**src/common/aar_map.svh**
```systemverilog
// field positions, opcodes, reset values and sizes of the and/add execution logic
`ifndef AAR_MAP_SVH
`define AAR_MAP_SVH

`define AAR_INSTR_W       14
`define AAR_DATA_W        8
`define AAR_IDX_W         7
`define AAR_FILE_DEPTH    128
`define AAR_OPC_HI        13
`define AAR_OPC_LO        8
`define AAR_DST_BIT       7
`define AAR_IDX_HI        6
`define AAR_IDX_LO        0
`define AAR_OPC_AND       6'h05
`define AAR_OPC_ADD       6'h07
`define AAR_DEST_ACC      1'b0
`define AAR_DEST_FILE     1'b1
`define AAR_ACC_RST       8'h00
`define AAR_RES_ZERO      8'h00
`define AAR_NIB_W         4
`define AAR_NIB_CARRY_BIT 4
`define AAR_CARRY_BIT     8
`define AAR_IDX_ZERO      7'h00

`endif

```
**src/common/aar_pkg.sv**
```systemverilog
// types shared by the and/add execution logic
package aar_pkg;

  typedef enum logic [1:0]
  {
    AAR_OP_NONE = 2'b00,
    AAR_OP_AND  = 2'b01,
    AAR_OP_ADD  = 2'b10
  } aar_op_t;

  typedef struct packed
  {
    aar_op_t    op;
    logic       dest;
    logic [6:0] idx;
  } aar_exec_t;

  typedef struct packed
  {
    logic carry;
    logic nibble;
    logic zero;
  } aar_flags_t;

endpackage

```
**src/core/aar_file_mem.sv**
```systemverilog
// data register file: 128 bytes, registered read, write-first on same index
`timescale 1ns/100ps
`include "aar_map.svh"

module aar_file_mem
(
  input  wire logic                    i_core_clk,
  input  wire logic [`AAR_IDX_W-1:0]   i_rd_idx,
  input  wire logic                    i_wr_en,
  input  wire logic [`AAR_IDX_W-1:0]   i_wr_idx,
  input  wire logic [`AAR_DATA_W-1:0]  i_wr_data,
  output logic      [`AAR_DATA_W-1:0]  o_rd_data
);

  logic [`AAR_DATA_W-1:0] mem_q [`AAR_FILE_DEPTH];

  always_ff @(posedge i_core_clk)
  begin
    if (i_wr_en)
    begin
      mem_q[i_wr_idx] <= i_wr_data;
    end
  end

  // a write to the index being read is forwarded
  always_ff @(posedge i_core_clk)
  begin
    if (i_wr_en && (i_wr_idx == i_rd_idx))
    begin
      o_rd_data <= i_wr_data;
    end
    else
    begin
      o_rd_data <= mem_q[i_rd_idx];
    end
  end

endmodule

```
**src/core/aar_exec.sv**
```systemverilog
// execution logic for the and/add file register instructions
//
// Notes on behaviour
// - and: acc AND file, only zero flag
// - dest 0 to accumulator, 1 to file
// - and opcode 000101, dest, seven-bit index
// - add: sum, carry, nibble, zero; opcode 000111
// - index spans all 128 file locations
// - one word, one instruction per cycle
`timescale 1ns/100ps
`include "aar_map.svh"

module aar_exec
  import aar_pkg::*;
(
  input  wire logic                    i_core_clk,
  input  wire logic                    i_reset,
  input  wire logic                    i_instr_valid,
  input  wire logic [`AAR_INSTR_W-1:0] i_instr_word,
  input  wire logic                    i_file_wr_en,
  input  wire logic [`AAR_IDX_W-1:0]   i_file_wr_idx,
  input  wire logic [`AAR_DATA_W-1:0]  i_file_wr_data,
  output logic                         o_done,
  output logic      [`AAR_DATA_W-1:0]  o_result,
  output logic      [`AAR_DATA_W-1:0]  o_acc,
  output aar_flags_t                   o_flags
);

  // ----------------------------------------------------------------
  // decode
  // ----------------------------------------------------------------
  aar_exec_t              dec_d;
  aar_exec_t              exec_q;
  logic [`AAR_DATA_W-1:0] acc_q;
  aar_flags_t             flags_q;
  logic [`AAR_DATA_W-1:0] result_q;
  logic                   done_q;

  always_comb
  begin
    dec_d.op   = AAR_OP_NONE;
    dec_d.dest = i_instr_word[`AAR_DST_BIT];
    dec_d.idx  = i_instr_word[`AAR_IDX_HI:`AAR_IDX_LO];
    if (i_instr_valid)
    begin
      if (i_instr_word[`AAR_OPC_HI:`AAR_OPC_LO] == `AAR_OPC_AND)
      begin
        dec_d.op = AAR_OP_AND;
      end
      else if (i_instr_word[`AAR_OPC_HI:`AAR_OPC_LO] == `AAR_OPC_ADD)
      begin
        dec_d.op = AAR_OP_ADD;
      end
    end
  end

  always_ff @(posedge i_core_clk or posedge i_reset)
  begin
    if (i_reset)
    begin
      exec_q <= '{op: AAR_OP_NONE, dest: `AAR_DEST_ACC, idx: `AAR_IDX_ZERO};
    end
    else
    begin
      exec_q <= dec_d;
    end
  end

  // ----------------------------------------------------------------
  // file register access
  // ----------------------------------------------------------------
  logic [`AAR_DATA_W-1:0] file_rd;
  logic [`AAR_DATA_W-1:0] res_d;
  logic                   exec_valid;
  logic                   exec_wr;
  logic                   mem_we;
  logic [`AAR_IDX_W-1:0]  mem_widx;
  logic [`AAR_DATA_W-1:0] mem_wdata;

  assign exec_valid = (exec_q.op != AAR_OP_NONE);
  assign exec_wr    = exec_valid && (exec_q.dest == `AAR_DEST_FILE);
  // write-back from an instruction beats the outside write port
  assign mem_we     = exec_wr || i_file_wr_en;
  assign mem_widx   = exec_wr ? exec_q.idx : i_file_wr_idx;
  assign mem_wdata  = exec_wr ? res_d : i_file_wr_data;

  aar_file_mem u_file
  (
    .i_core_clk (i_core_clk),
    .i_rd_idx   (dec_d.idx),
    .i_wr_en    (mem_we),
    .i_wr_idx   (mem_widx),
    .i_wr_data  (mem_wdata),
    .o_rd_data  (file_rd)
  );

  // ----------------------------------------------------------------
  // arithmetic
  // ----------------------------------------------------------------
  logic [`AAR_DATA_W:0]  sum9;
  logic [`AAR_NIB_W:0]   nib5;
  logic                  res_zero;

  assign sum9     = {1'b0, acc_q} + {1'b0, file_rd};
  assign nib5     = {1'b0, acc_q[`AAR_NIB_W-1:0]} + {1'b0, file_rd[`AAR_NIB_W-1:0]};
  assign res_d    = (exec_q.op == AAR_OP_AND) ? (acc_q & file_rd)
                                              : sum9[`AAR_DATA_W-1:0];
  assign res_zero = (res_d == `AAR_RES_ZERO);

  // ----------------------------------------------------------------
  // accumulator, flags, result
  // ----------------------------------------------------------------
  always_ff @(posedge i_core_clk or posedge i_reset)
  begin
    if (i_reset)
    begin
      acc_q <= `AAR_ACC_RST;
    end
    else if (exec_valid && (exec_q.dest == `AAR_DEST_ACC))
    begin
      acc_q <= res_d;
    end
  end

  always_ff @(posedge i_core_clk or posedge i_reset)
  begin
    if (i_reset)
    begin
      flags_q <= '0;
    end
    else
    begin
      if (exec_valid)
      begin
        flags_q.zero <= res_zero;
      end
      if (exec_q.op == AAR_OP_ADD)
      begin
        flags_q.carry  <= sum9[`AAR_CARRY_BIT];
        flags_q.nibble <= nib5[`AAR_NIB_CARRY_BIT];
      end
    end
  end

  always_ff @(posedge i_core_clk or posedge i_reset)
  begin
    if (i_reset)
    begin
      result_q <= `AAR_RES_ZERO;
      done_q   <= 1'b0;
    end
    else
    begin
      done_q <= exec_valid;
      if (exec_valid)
      begin
        result_q <= res_d;
      end
    end
  end

  assign o_done   = done_q;
  assign o_result = result_q;
  assign o_acc    = acc_q;
  assign o_flags  = flags_q;

  logic [`AAR_DATA_W-1:0] and_val;
  logic                   carry_val;
  logic                   nib_val;
  assign and_val   = acc_q & file_rd;
  assign carry_val = sum9[`AAR_CARRY_BIT];
  assign nib_val   = nib5[`AAR_NIB_CARRY_BIT];
endmodule

```
**config.mk**
```make
export PLATFORM = sky130hd
export DESIGN_NAME = aar_exec
export DESIGN_NICKNAME = d
export VERILOG_FILES = /design/src/common/aar_pkg.sv /design/src/core/aar_file_mem.sv /design/src/core/aar_exec.sv
export VERILOG_INCLUDE_DIRS = /design/src /design/src/common
export SDC_FILE = /design/constraint.sdc
export NUM_CORES = 1
export LEC_CHECK = 0
export BUFFER_PORTS_ARGS = -buffer_cell sky130_fd_sc_hd__buf_2
export CORE_AREA = 2 2 375 377
export CTS_BUF_LIST = sky130_fd_sc_hd__clkbuf_16
export DETAILED_ROUTE_END_ITERATION = 16
export DIE_AREA = 0 0 377 379
export PLACE_DENSITY = 0.53
export SLEW_MARGIN = 20
export SYNTH_ARGS = -nofsm -noshare
export SYNTH_HDL_FRONTEND = slang
export SYNTH_SLANG_ARGS = --single-unit
```
**constraint.sdc**
```tcl
create_clock -name i_core_clk -period 12.7 [get_ports i_core_clk]
set_clock_uncertainty 0.05 [all_clocks]
set_input_delay 2.54 -clock i_core_clk [delete_from_list [all_inputs] [get_ports i_core_clk]]
set_output_delay 2.54 -clock i_core_clk [all_outputs]
set_load 0.005 [all_outputs]
```
==> results of run 1 <==
## cells by family after synthesis
kind of cell | Yosys count
multiplexers | 331
AO/OA/AOI/OAI | 245
adder cells (fa/ha/maj) | 9
buffers and inverters | 118
XOR/XNOR | 4
flip-flops | 1061
AND/OR/NAND/NOR | 364
## sequential cells by signal (all words and copies together), names as in the netlist, named ones only
register and flops:
u_file.mem_q 1024, exec_q 10, o_acc 8, o_result 8, o_flags 3, o_done 1
## power groups by stage
stage                     registers, W  logic [W]  clock network, W
final                          0.00390   0.000454           0.00305
after global routing           0.00390   0.000491           0.00324
after CTS                      0.00390   0.000456           0.00310
after detailed placement       0.00397   0.000455                 0
after global placement         0.00397   0.000448                 0
after floorplan                0.00398   0.000283                 0
## metal layers
metal / share of wire / global-route usage / up-vias / wire (um)
met5: 0.00015 / 0 / - / 16
met4: 0.028 / 0.0469 / 2 / 2960
met2: 0.48 / 0.237 / 688 / 50400
met1: 0.43 / 0.201 / 11100 / 44900
met3: 0.064 / 0.0249 / 164 / 6770
li1: - / - / 8910 / -
## metrics by stage
step | hold WS (ns) | worst slack (ns) | instance area [um2] | util
global placement | 0.426 | 5.29 | 43800 | 0.315
floorplan | 0.423 | 3.27 | 41400 | -
global route | 0.471 | 4.83 | 47300 | 0.340
detailed placement | 0.426 | 5.19 | 43800 | 0.316
finish | 0.434 | 5.42 | 47300 | 0.340
CTS | 0.439 | 5.16 | 47200 | 0.340
## path summary, 6_finish.rpt
check / start / end / cells after the start
worst min register to register: o_flags[2] / o_flags[2] / 2
worst max-delay path: flip-flop / u_file.mem_q[25][6] / 17
max in group asynchronous: i_reset / exec_q[1] / 3
worst min-delay path: o_flags[2] / o_flags[2] / 2
worst max register to register: flip-flop / u_file.mem_q[25][6] / 17
min in group asynchronous: i_reset / o_result[2] / 3
## Yosys cell counts (3+ instances only)
cell type	n	area share
nand3_1	16	0.0019
dfxtp_1	7	0.0034
nand2b_4	3	0.0010
o21bai_1	3	0.00054
ha_1	8	0.0024
o21ai_0	39	0.0047
nand2b_1	12	0.0018
a211oi_1	59	0.011
nor4_1	8	0.0012
xnor2_1	3	0.00063
inv_1	5	0.00045
buf_2	41	0.0050
nor2_1	147	0.013
dfrtp_1	30	0.018
buf_6	4	0.0011
a21oi_1	9	0.0011
mux4_2	192	0.10
mux2i_1	134	0.032
mux2_2	4	0.0011
or2_1	3	0.00045
clkbuf_1	34	0.0031
nand2_1	140	0.013
buf_1	5	0.00045
edfxtp_1	1024	0.74
a22oi_1	64	0.012
a31oi_1	4	0.00060
nand3b_1	9	0.0016
buf_4	26	0.0047
nor3_1	10	0.0012
o22ai_1	56	0.0085
## layout by cell type, fill, tap and decap left out, types with 52 or more instances in the layout
master,instances
mux4_2,192
a211oi_1,59
clkbuf_16,112
nor2_1,138
edfxtp_1,1024
buf_2,52
mux2i_1,134
a22oi_1,64
nand2_1,140
o22ai_1,56
## worst min-delay path, stage by stage, from the launching register on
cell and delay (ns):
dfrtp_1 0.34, nand2_1 0.04, o21ai_0 0.06
## final cells by class
type	instances	area (um2)
clock buffers	112	2800
clock inverters	88	608
flip-flops and latches	1061	31600
repair buffers	93	646
multi-input cells	953	9280
fillers	13000	91600
well taps	1807	2260
inverters	6	25.0
==> summary.txt, run 1 <==
Critical path
  – Crit-path most repeated cell: buf_4
  – Slowest CP cell: dfxtp_4
  – Data required time of the worst path: 13.01 ns
  – R2R setup slack: 5.42 ns
  – CP top delay family: buffers and inverters
  – Crit path max fanout: 76
  – Crit Path Class: reg -> reg
  – Crit path buffers/inverters: 4
  – Crit path largest cell delay: 0.71 ns
  – Crit path cell chain: buf_4 -> buf_12 -> mux4_2 -> a22oi_1 -> nand2_1 -> nor3_1 -> nor4_1 -> ha_1 -> fa_1 -> a211oi_1 -> o21bai_1 -> a21oi_1 -> xnor2_1 -> mux2i_1 -> o21ai_4 -> buf_4 -> buf_4
  – Kind of end point of the critical path: flip-flop
  – CP startpoint kind: flip-flop
  – Worst EP arrival: 7.58 ns

Clock network
  – # hold bufs at CTS: 0
  – H-tree Lvls: 3
  – Max clock buf depth: 3
  – CTS Root Cell: clkbuf_16
  – CTS Sinks: 1061
  – # Post-CTS Setup Buffers: 0
  – CTS resizes: 0
  – Clock tree from TritonCTS: done
  – CTS buffer count: 108
  – Worst-path clk slew: 0.06 ns
  – Clk_lat worst skew: 0.69 ns

Run
  – Max-Cap Viols: 0

Timing
  – Fin. Hold Viols: 0
  – FMAX: 137 MHz
  – Final setup fails: 0
  – Max Slew Vio Count: 0
  – Max-slew headroom: 0.246
  – Setup TNS: 0 ns
  – Final period utilization: 0.573
  – Slew @ Worst Pin: 1.12 ns
  – Fin crit period: 7.28 ns
  – RSZ-0062 raised after global routing: no

Yosys
  – Async S/R FF share, synth: 0.0283
  – Largest family of logic cells by synthesized area: multiplexers
  – Syn Nets: 2174
  – Post-Synth XOR/XNOR Area: 0.000846
  – Post-synthesis adder-cell area fraction: 0.00290
  – Post-synthesis sequential area ratio: 0.764
  – Synth unique cells: 54
  – Synth Area in Simple Gates: 0.0385
  – Synth warn: 0
  – Ys flop type: edfxtp_1
  – Compound-cell area share of the yosys netlist: 0.0407
  – Post-synth EDFFs: 1024
  – Mux share of post-synthesis cell area: 0.138
  – Cells after synthesis: 2132
  – Yosys reg bits: 1061
  – Avg Inst Size Synth: 19.4 um2
  – Post-Syn Area: 41400 um2

GRT
  – Vias in the first global route: 21400
  – Grt total ovfl: 0
  – Initial antenna violation count: 4
  – Pin count of the biggest net entering global routing: 101
  – First-pass GRT wire length: 153000 um
  – Total track usage: 0.147

Route
  – Iter 0 DRT Violations: 2069
  – Detail Route Antenna Nets: 0
  – Vias post-DR: 20800
  – Vias per cell: 5.06
  – Total Wirelength: 105000 um
  – DRT Pass-1 Iters: 5
  – WL/cell: 25.5 um
  – DRC errors left: 0

Cells and area
  – Ratio of cells with drive above 1 in the final layout: 0.199
  – Layout Cells excl Fill: 4120
  – P&R area growth vs syn: 14.1%
  – Nets: 2265
  – ANT cells: 0

Power
  – Total chip power: 0.00740 W
  – Worst vdd rail ir drop: 0.0953 mV
  – Clk pwr share: 0.412
  – Internal cell power: 0.00577 W
  – Comb pwr share: 0.061
  – Reg power frac: 0.527
  – Switching part of the total: 0.220
  – Power Density: 157 nW/um2
  – Switching Power: 0.00163 W
  – Leakage Power: 15.1 nW

Floorplan
  – Core Rows: 137
  – Initial Utilization: 0.298
  – Die Wd: 377 um
  – Top-Level Pins: 53
  – Core Box Area: 139000 um2
  – DIE HEIGHT: 379 um
  – Die footprint: 143000 um2

Placed design
  – Detailed Place HPWL: 63100 um
  – Placed Cells: 3918
  – Port Buffer Count: 52
  – Routability Congestion: 0.821

Run status
  – Status: completed

Min path
  – HP Class: reg -> reg
Note: power is estimated with default switching activity, not from simulation.
==> run 2, diff against run 1 <==
==> constraint.sdc (replaced) <==
create_clock -name i_core_clk -period 6.7 [get_ports i_core_clk]
set_clock_uncertainty 0.05 [all_clocks]
set_input_delay 1.34 -clock i_core_clk [delete_from_list [all_inputs] [get_ports i_core_clk]]
set_output_delay 1.34 -clock i_core_clk [all_outputs]
set_load 0.005 [all_outputs]
==> run 2 against run 1 <==
  * Critical path type unchanged
  * Count of clock-buffer cells in the layout decreased by 4
  * Combinational power rose by 98%
  * Highest routed layer is now met4
  * Die area stayed put
  * Total power is 92% higher
  * Worst hold slack got worse by 0.0027 ns
==> summary.txt, run 2 (synthesis results as in run 1) <==
Power
  – Worst vdd rail ir drop: 0.182 mV
  – Power Density: 298 nW/um2
  – Leakage Power: 15.2 nW

Route
  – Vias post-DR: 20700
  – Vias per cell: 5.00
  – DRC errors left: 0
  – Detail Route Antenna Nets: 0
  – Iter 0 DRT Violations: 2006
  – WL/cell: 25.1 um
  – Total Wirelength: 104000 um
  – DRT Pass-1 Iters: 8

Floorplan
  – Initial Utilization: 0.298
  – Core Box Area: 139000 um2
  – Die footprint: 143000 um2
  – DIE HEIGHT: 379 um
  – Core Rows: 137
  – Die Wd: 377 um
  – Top-Level Pins: 53

Clock network
  – Max clock buf depth: 3
  – Clk_lat worst skew: 0.69 ns
  – # hold bufs at CTS: 0
  – Clock tree from TritonCTS: done
  – CTS buffer count: 107
  – CTS resizes: 0
  – Worst-path clk slew: 0.06 ns
  – CTS Root Cell: clkbuf_16
  – CTS Sinks: 1061
  – # Post-CTS Setup Buffers: 0
  – H-tree Lvls: 3

GRT
  – Pin count of the biggest net entering global routing: 129
  – Total track usage: 0.144
  – Grt total ovfl: 0
  – Vias in the first global route: 21300
  – Initial antenna violation count: 4
  – First-pass GRT wire length: 150000 um

Cells and area
  – Most frequent cells in the layout: 1024 x edfxtp_1, 192 x mux4_2, 146 x nor2_1
  – Area taken by flip-flops and latches: 31600 um2
  – FILL cells: 13000
  – Nets: 2279
  – Top reg by flops: u_file.mem_q
  – Max FFs per register: 1024
  – Commonest non-fill, non-tap cell in the layout: edfxtp_1
  – P&R area growth vs syn: 14.9%
  – Area used by multi-input combinational logic: 9270 um2
  – Biggest registers after layout: u_file.mem_q: 1024 flops, exec_q: 10 flops
  – Ratio of cells with drive above 1 in the final layout: 0.205
  – Post-route cell area: 47600 um2

Critical path
  – Kind of end point of the critical path: flip-flop
  – Crit path max fanout: 42
  – CP startpoint kind: flip-flop
  – Crit Path Class: reg -> reg
  – Data required time of the worst path: 7.11 ns
  – Worst EP arrival: 6.14 ns

Timing
  – Final setup fails: 0
  – Max Slew Vio Count: 0
  – Slew @ Worst Pin: 1.19 ns
  – WHS: 0.431 ns
  – Fin crit period: 5.73 ns
  – Fin. Hold Viols: 0
  – RSZ-0062 raised after global routing: no
  – FMAX: 175 MHz
  – Max-slew headroom: 0.198
  – Final period utilization: 0.855

Placed design
  – Detailed Place HPWL: 63300 um
  – Routability Congestion: 0.824
  – Placed cell areas: 44100 um2
  – Port Buffer Count: 52

Run status
  – Status: completed

Min path
  – HP Class: reg -> reg

Run
  – Max-Cap Viols: 0
[run 2: worst paths after layout]
kind / startpoint / slack (ns) / endpoint / cells after the start
worst max-delay path: flip-flop / 0.97 / u_file.mem_q[61][7] / 14
max in group asynchronous: i_reset / 5.48 / exec_q[1] / 3
worst min register to register: o_result[2] / 0.43 / o_result[2] / 2
min in group asynchronous: i_reset / 0.73 / o_result[6] / 3
worst min-delay path: o_result[2] / 0.43 / o_result[2] / 2
worst max register to register: flip-flop / 0.97 / u_file.mem_q[61][7] / 14
[run 2: through the flow]
step	setup slack, ns	util	TNS, ns	cells	total power [W]
after floorplan	-1.63	-	-342.33	2132	0.00806
after global placement	0.890	0.318	0	3935	0.00841
after detailed placement	0.866	0.318	0	3935	0.00842
after CTS	0.839	0.343	0	4135	0.0143
after global routing	0.552	0.343	0	4135	0.0146
final	0.975	0.343	0	4137	0.0142
[run 2: critical path: stages, from the launching register on]
cell,delay [ns]
dfxtp_1,0.47
or3b_2,0.77
buf_12,0.29
o22ai_1,0.19
a211oi_1,0.07
nand2_1,0.12
nand3_1,0.17
nor4_1,0.81
ha_1,0.39
a211oi_1,0.30
o21bai_1,0.16
o2111ai_1,0.22
nand3_1,0.22
o21ai_4,0.76
buf_4,0.45
[run 2: final cells by class]
cell class,count,share of cell area
multi-input cells,953,0.195
inverters,6,0.000526
flip-flops and latches,1061,0.665
clock buffers,108,0.0568
repair buffers,108,0.0196
well taps,1807,0.0475
diodes,2,0.000105
clock inverters,92,0.0160
[run 2: metal layers]
metal / GRT usage / wire length [um] / vias up
met2: 0.232 / 49600 / 648
met1: 0.199 / 45000 / 11000
met4: 0.0423 / 2660 / 0
met5: 0 / 0 / -
li1: - / - / 8930
met3: 0.0265 / 6590 / 152
[run 2: report_power, final]
part / switching [W] / internal, W
registers: 0.0000397 / 0.00733
logic: 0.000585 / 0.000314
clock network: 0.00250 / 0.00342
==> run 3, diff against run 2 <==
--- a/config.mk
+++ b/config.mk
@@ -7,11 +7,14 @@
 export NUM_CORES = 1
 export LEC_CHECK = 0
 export BUFFER_PORTS_ARGS = -buffer_cell sky130_fd_sc_hd__buf_2
+export CELL_PAD_IN_SITES_DETAIL_PLACEMENT = 1
+export CELL_PAD_IN_SITES_GLOBAL_PLACEMENT = 1
 export CORE_AREA = 2 2 375 377
 export CTS_BUF_LIST = sky130_fd_sc_hd__clkbuf_16
 export DETAILED_ROUTE_END_ITERATION = 16
 export DIE_AREA = 0 0 377 379
-export PLACE_DENSITY = 0.53
+export PLACE_DENSITY = 0.57
+export REMOVE_ABC_BUFFERS = 1
 export SLEW_MARGIN = 20
 export SYNTH_ARGS = -nofsm -noshare
 export SYNTH_HDL_FRONTEND = slang
==> run 3 against run 2 <==
  * Final area is 0.13% higher
  * Final cell count about the same
  * Count of clock-buffer cells in the layout increased by 5
  * Sequential power about the same
  * Sequential share of layout area is 0.087 points lower
  * Sequential cell count is the same
  * Critical path depth is 1 higher
  * Register-to-register slack worse by 0.05 ns
  * Clock power increased by 2%
  * Wire length increased by 3.5%
  * Critical path type unchanged
  * Largest cell class unchanged
  * Largest power group unchanged
  * Highest routed layer unchanged
==> summary.txt, run 3 (synthesis results as in run 1) <==
Route
  – Total Wirelength: 108000 um
  – Vias post-DR: 20800
  – Iter 0 DRT Violations: 1696
  – Vias per cell: 5.02
  – WL/cell: 26.0 um
  – DRT Pass-1 Iters: 5
  – DRC errors left: 0
  – Detail Route Antenna Nets: 0

GRT
  – First-pass GRT wire length: 157000 um
  – Initial antenna violation count: 0
  – Pin count of the biggest net entering global routing: 129
  – Vias in the first global route: 22000
  – Total track usage: 0.150
  – Grt total ovfl: 0

Clock network
  – Clock tree from TritonCTS: done
  – Max clock buf depth: 3
  – Worst-path clk slew: 0.07 ns
  – H-tree Lvls: 3
  – CTS Sinks: 1061
  – CTS Root Cell: clkbuf_16
  – # hold bufs at CTS: 0
  – Clk_lat worst skew: 0.69 ns
  – # Post-CTS Setup Buffers: 0
  – CTS buffer count: 112
  – CTS resizes: 0

Min path
  – Hold path endpoint: o_result[7]
  – HP Class: reg -> reg
  – HP Start: o_result[7]
  – Hold depth: 2

Critical path
  – Reg2Reg Depth: 15
  – Kind of end point of the critical path: flip-flop
  – R2r endpoint: u_file.mem_q[27][5]
  – Data required time of the worst path: 7.15 ns
  – Crit Path Class: reg -> reg
  – Worst EP arrival: 6.22 ns
  – CP startpoint kind: flip-flop
  – R2R setup slack: 0.93 ns
  – Crit path max fanout: 32

Timing
  – Max Slew Vio Count: 0
  – Final setup fails: 0
  – Slew @ Worst Pin: 1.07 ns
  – Max-slew headroom: 0.282
  – Setup TNS: 0 ns
  – Fin crit period: 5.77 ns
  – FMAX: 173 MHz
  – Final setup margin: 0.926 ns
  – Final period utilization: 0.862
  – RSZ-0062 raised after global routing: no
  – Fin. Hold Viols: 0

Cells and area
  – Top reg by flops: u_file.mem_q
  – Max FFs per register: 1024
  – P&R area growth vs syn: 15.1%
  – Layout Utilization: 0.343
  – Commonest non-fill, non-tap cell in the layout: edfxtp_1
  – Biggest registers after layout: u_file.mem_q: 1024 flops, exec_q: 10 flops
  – Most frequent cells in the layout: 1024 x edfxtp_1, 192 x mux4_2, 144 x nor2_1
  – Ratio of cells with drive above 1 in the final layout: 0.210
  – Nets: 2280

Placed design
  – Port Buffer Count: 52
  – Routability Congestion: 0.781
  – Detailed Place HPWL: 66400 um
  – Setup WS pre-CTS: 1.02 ns

Power
  – Worst vdd rail ir drop: 0.189 mV
  – Leakage Power: 15.2 nW
  – Power Density: 300 nW/um2

Floorplan
  – Die Wd: 377 um
  – Top-Level Pins: 53
  – DIE HEIGHT: 379 um
  – Core Rows: 137
  – Die footprint: 143000 um2
  – Core Box Area: 139000 um2
  – Initial Utilization: 0.298

Run
  – Max-Cap Viols: 0

Run status
  – Status: completed
[run 3: critical path: stages, from the launching register on]
cell,delay [ns]
dfxtp_4,0.48
or3b_2,0.73
buf_4,0.36
o22ai_1,0.30
a211oi_1,0.10
nand2_1,0.13
nand2_1,0.14
nor4_1,0.81
ha_1,0.40
a211oi_1,0.31
o21bai_1,0.18
a21oi_1,0.20
xor2_1,0.08
o21ai_0,0.37
mux2_4,0.52
buf_4,0.33
[run 3: worst max path at each step]
stage | endpoint | depth (start not counted) | start | slack [ns]
after floorplan | u_file.mem_q[0][7] | 12 | flip-flop | -12.80
after global placement | u_file.mem_q[30][5] | 15 | flip-flop | 1.01
after detailed placement | u_file.mem_q[26][5] | 15 | flip-flop | 1.02
after CTS | u_file.mem_q[121][5] | 15 | flip-flop | 0.97
after global routing | u_file.mem_q[108][5] | 15 | flip-flop | 0.60
final | u_file.mem_q[27][5] | 15 | flip-flop | 0.93
[run 3: per-layer routing]
layer  routed length (um)  global-route usage
met1                48800               0.211
met2                50600               0.239
met4                 2660              0.0457
met3                 5480              0.0260
met5                    0                   0
[run 3: final cells by class]
class                           instances  area [um2]
Fill cell                           13800       91200
Clock inverter                         90         711
Clock buffer                          113        2830
Inverter                                6        25.0
Multi-Input combinational cell        953        9280
Tap cell                             1807        2260
Sequential cell                      1061       31600
Timing Repair Buffer                  104         913
Antenna cell                            1        2.50
[run 3: metrics by stage]
step	hold slack, ns	std cells	power, W	instance area [um2]
2_1_floorplan	0.423	2020	0.00819	40800
3_3_place_gp	0.414	3931	0.00841	44100
3_5_place_dp	0.417	3931	0.00843	44100
4_1_cts	0.430	4134	0.0144	47700
5_1_grt	0.471	4134	0.0147	47700
6_report	0.426	4135	0.0143	47700
[run 3: where the power goes]
| part | internal, W | leakage (nW) | switching (W) |
|---|---|---|---|
| registers | 0.00733 | 9.65 | 0.0000452 |
| clock network | 0.00347 | 1.81 | 0.00255 |
| logic | 0.000314 | 3.78 | 0.000588 |
| total | 0.0111 | 15.2 | 0.00318 |
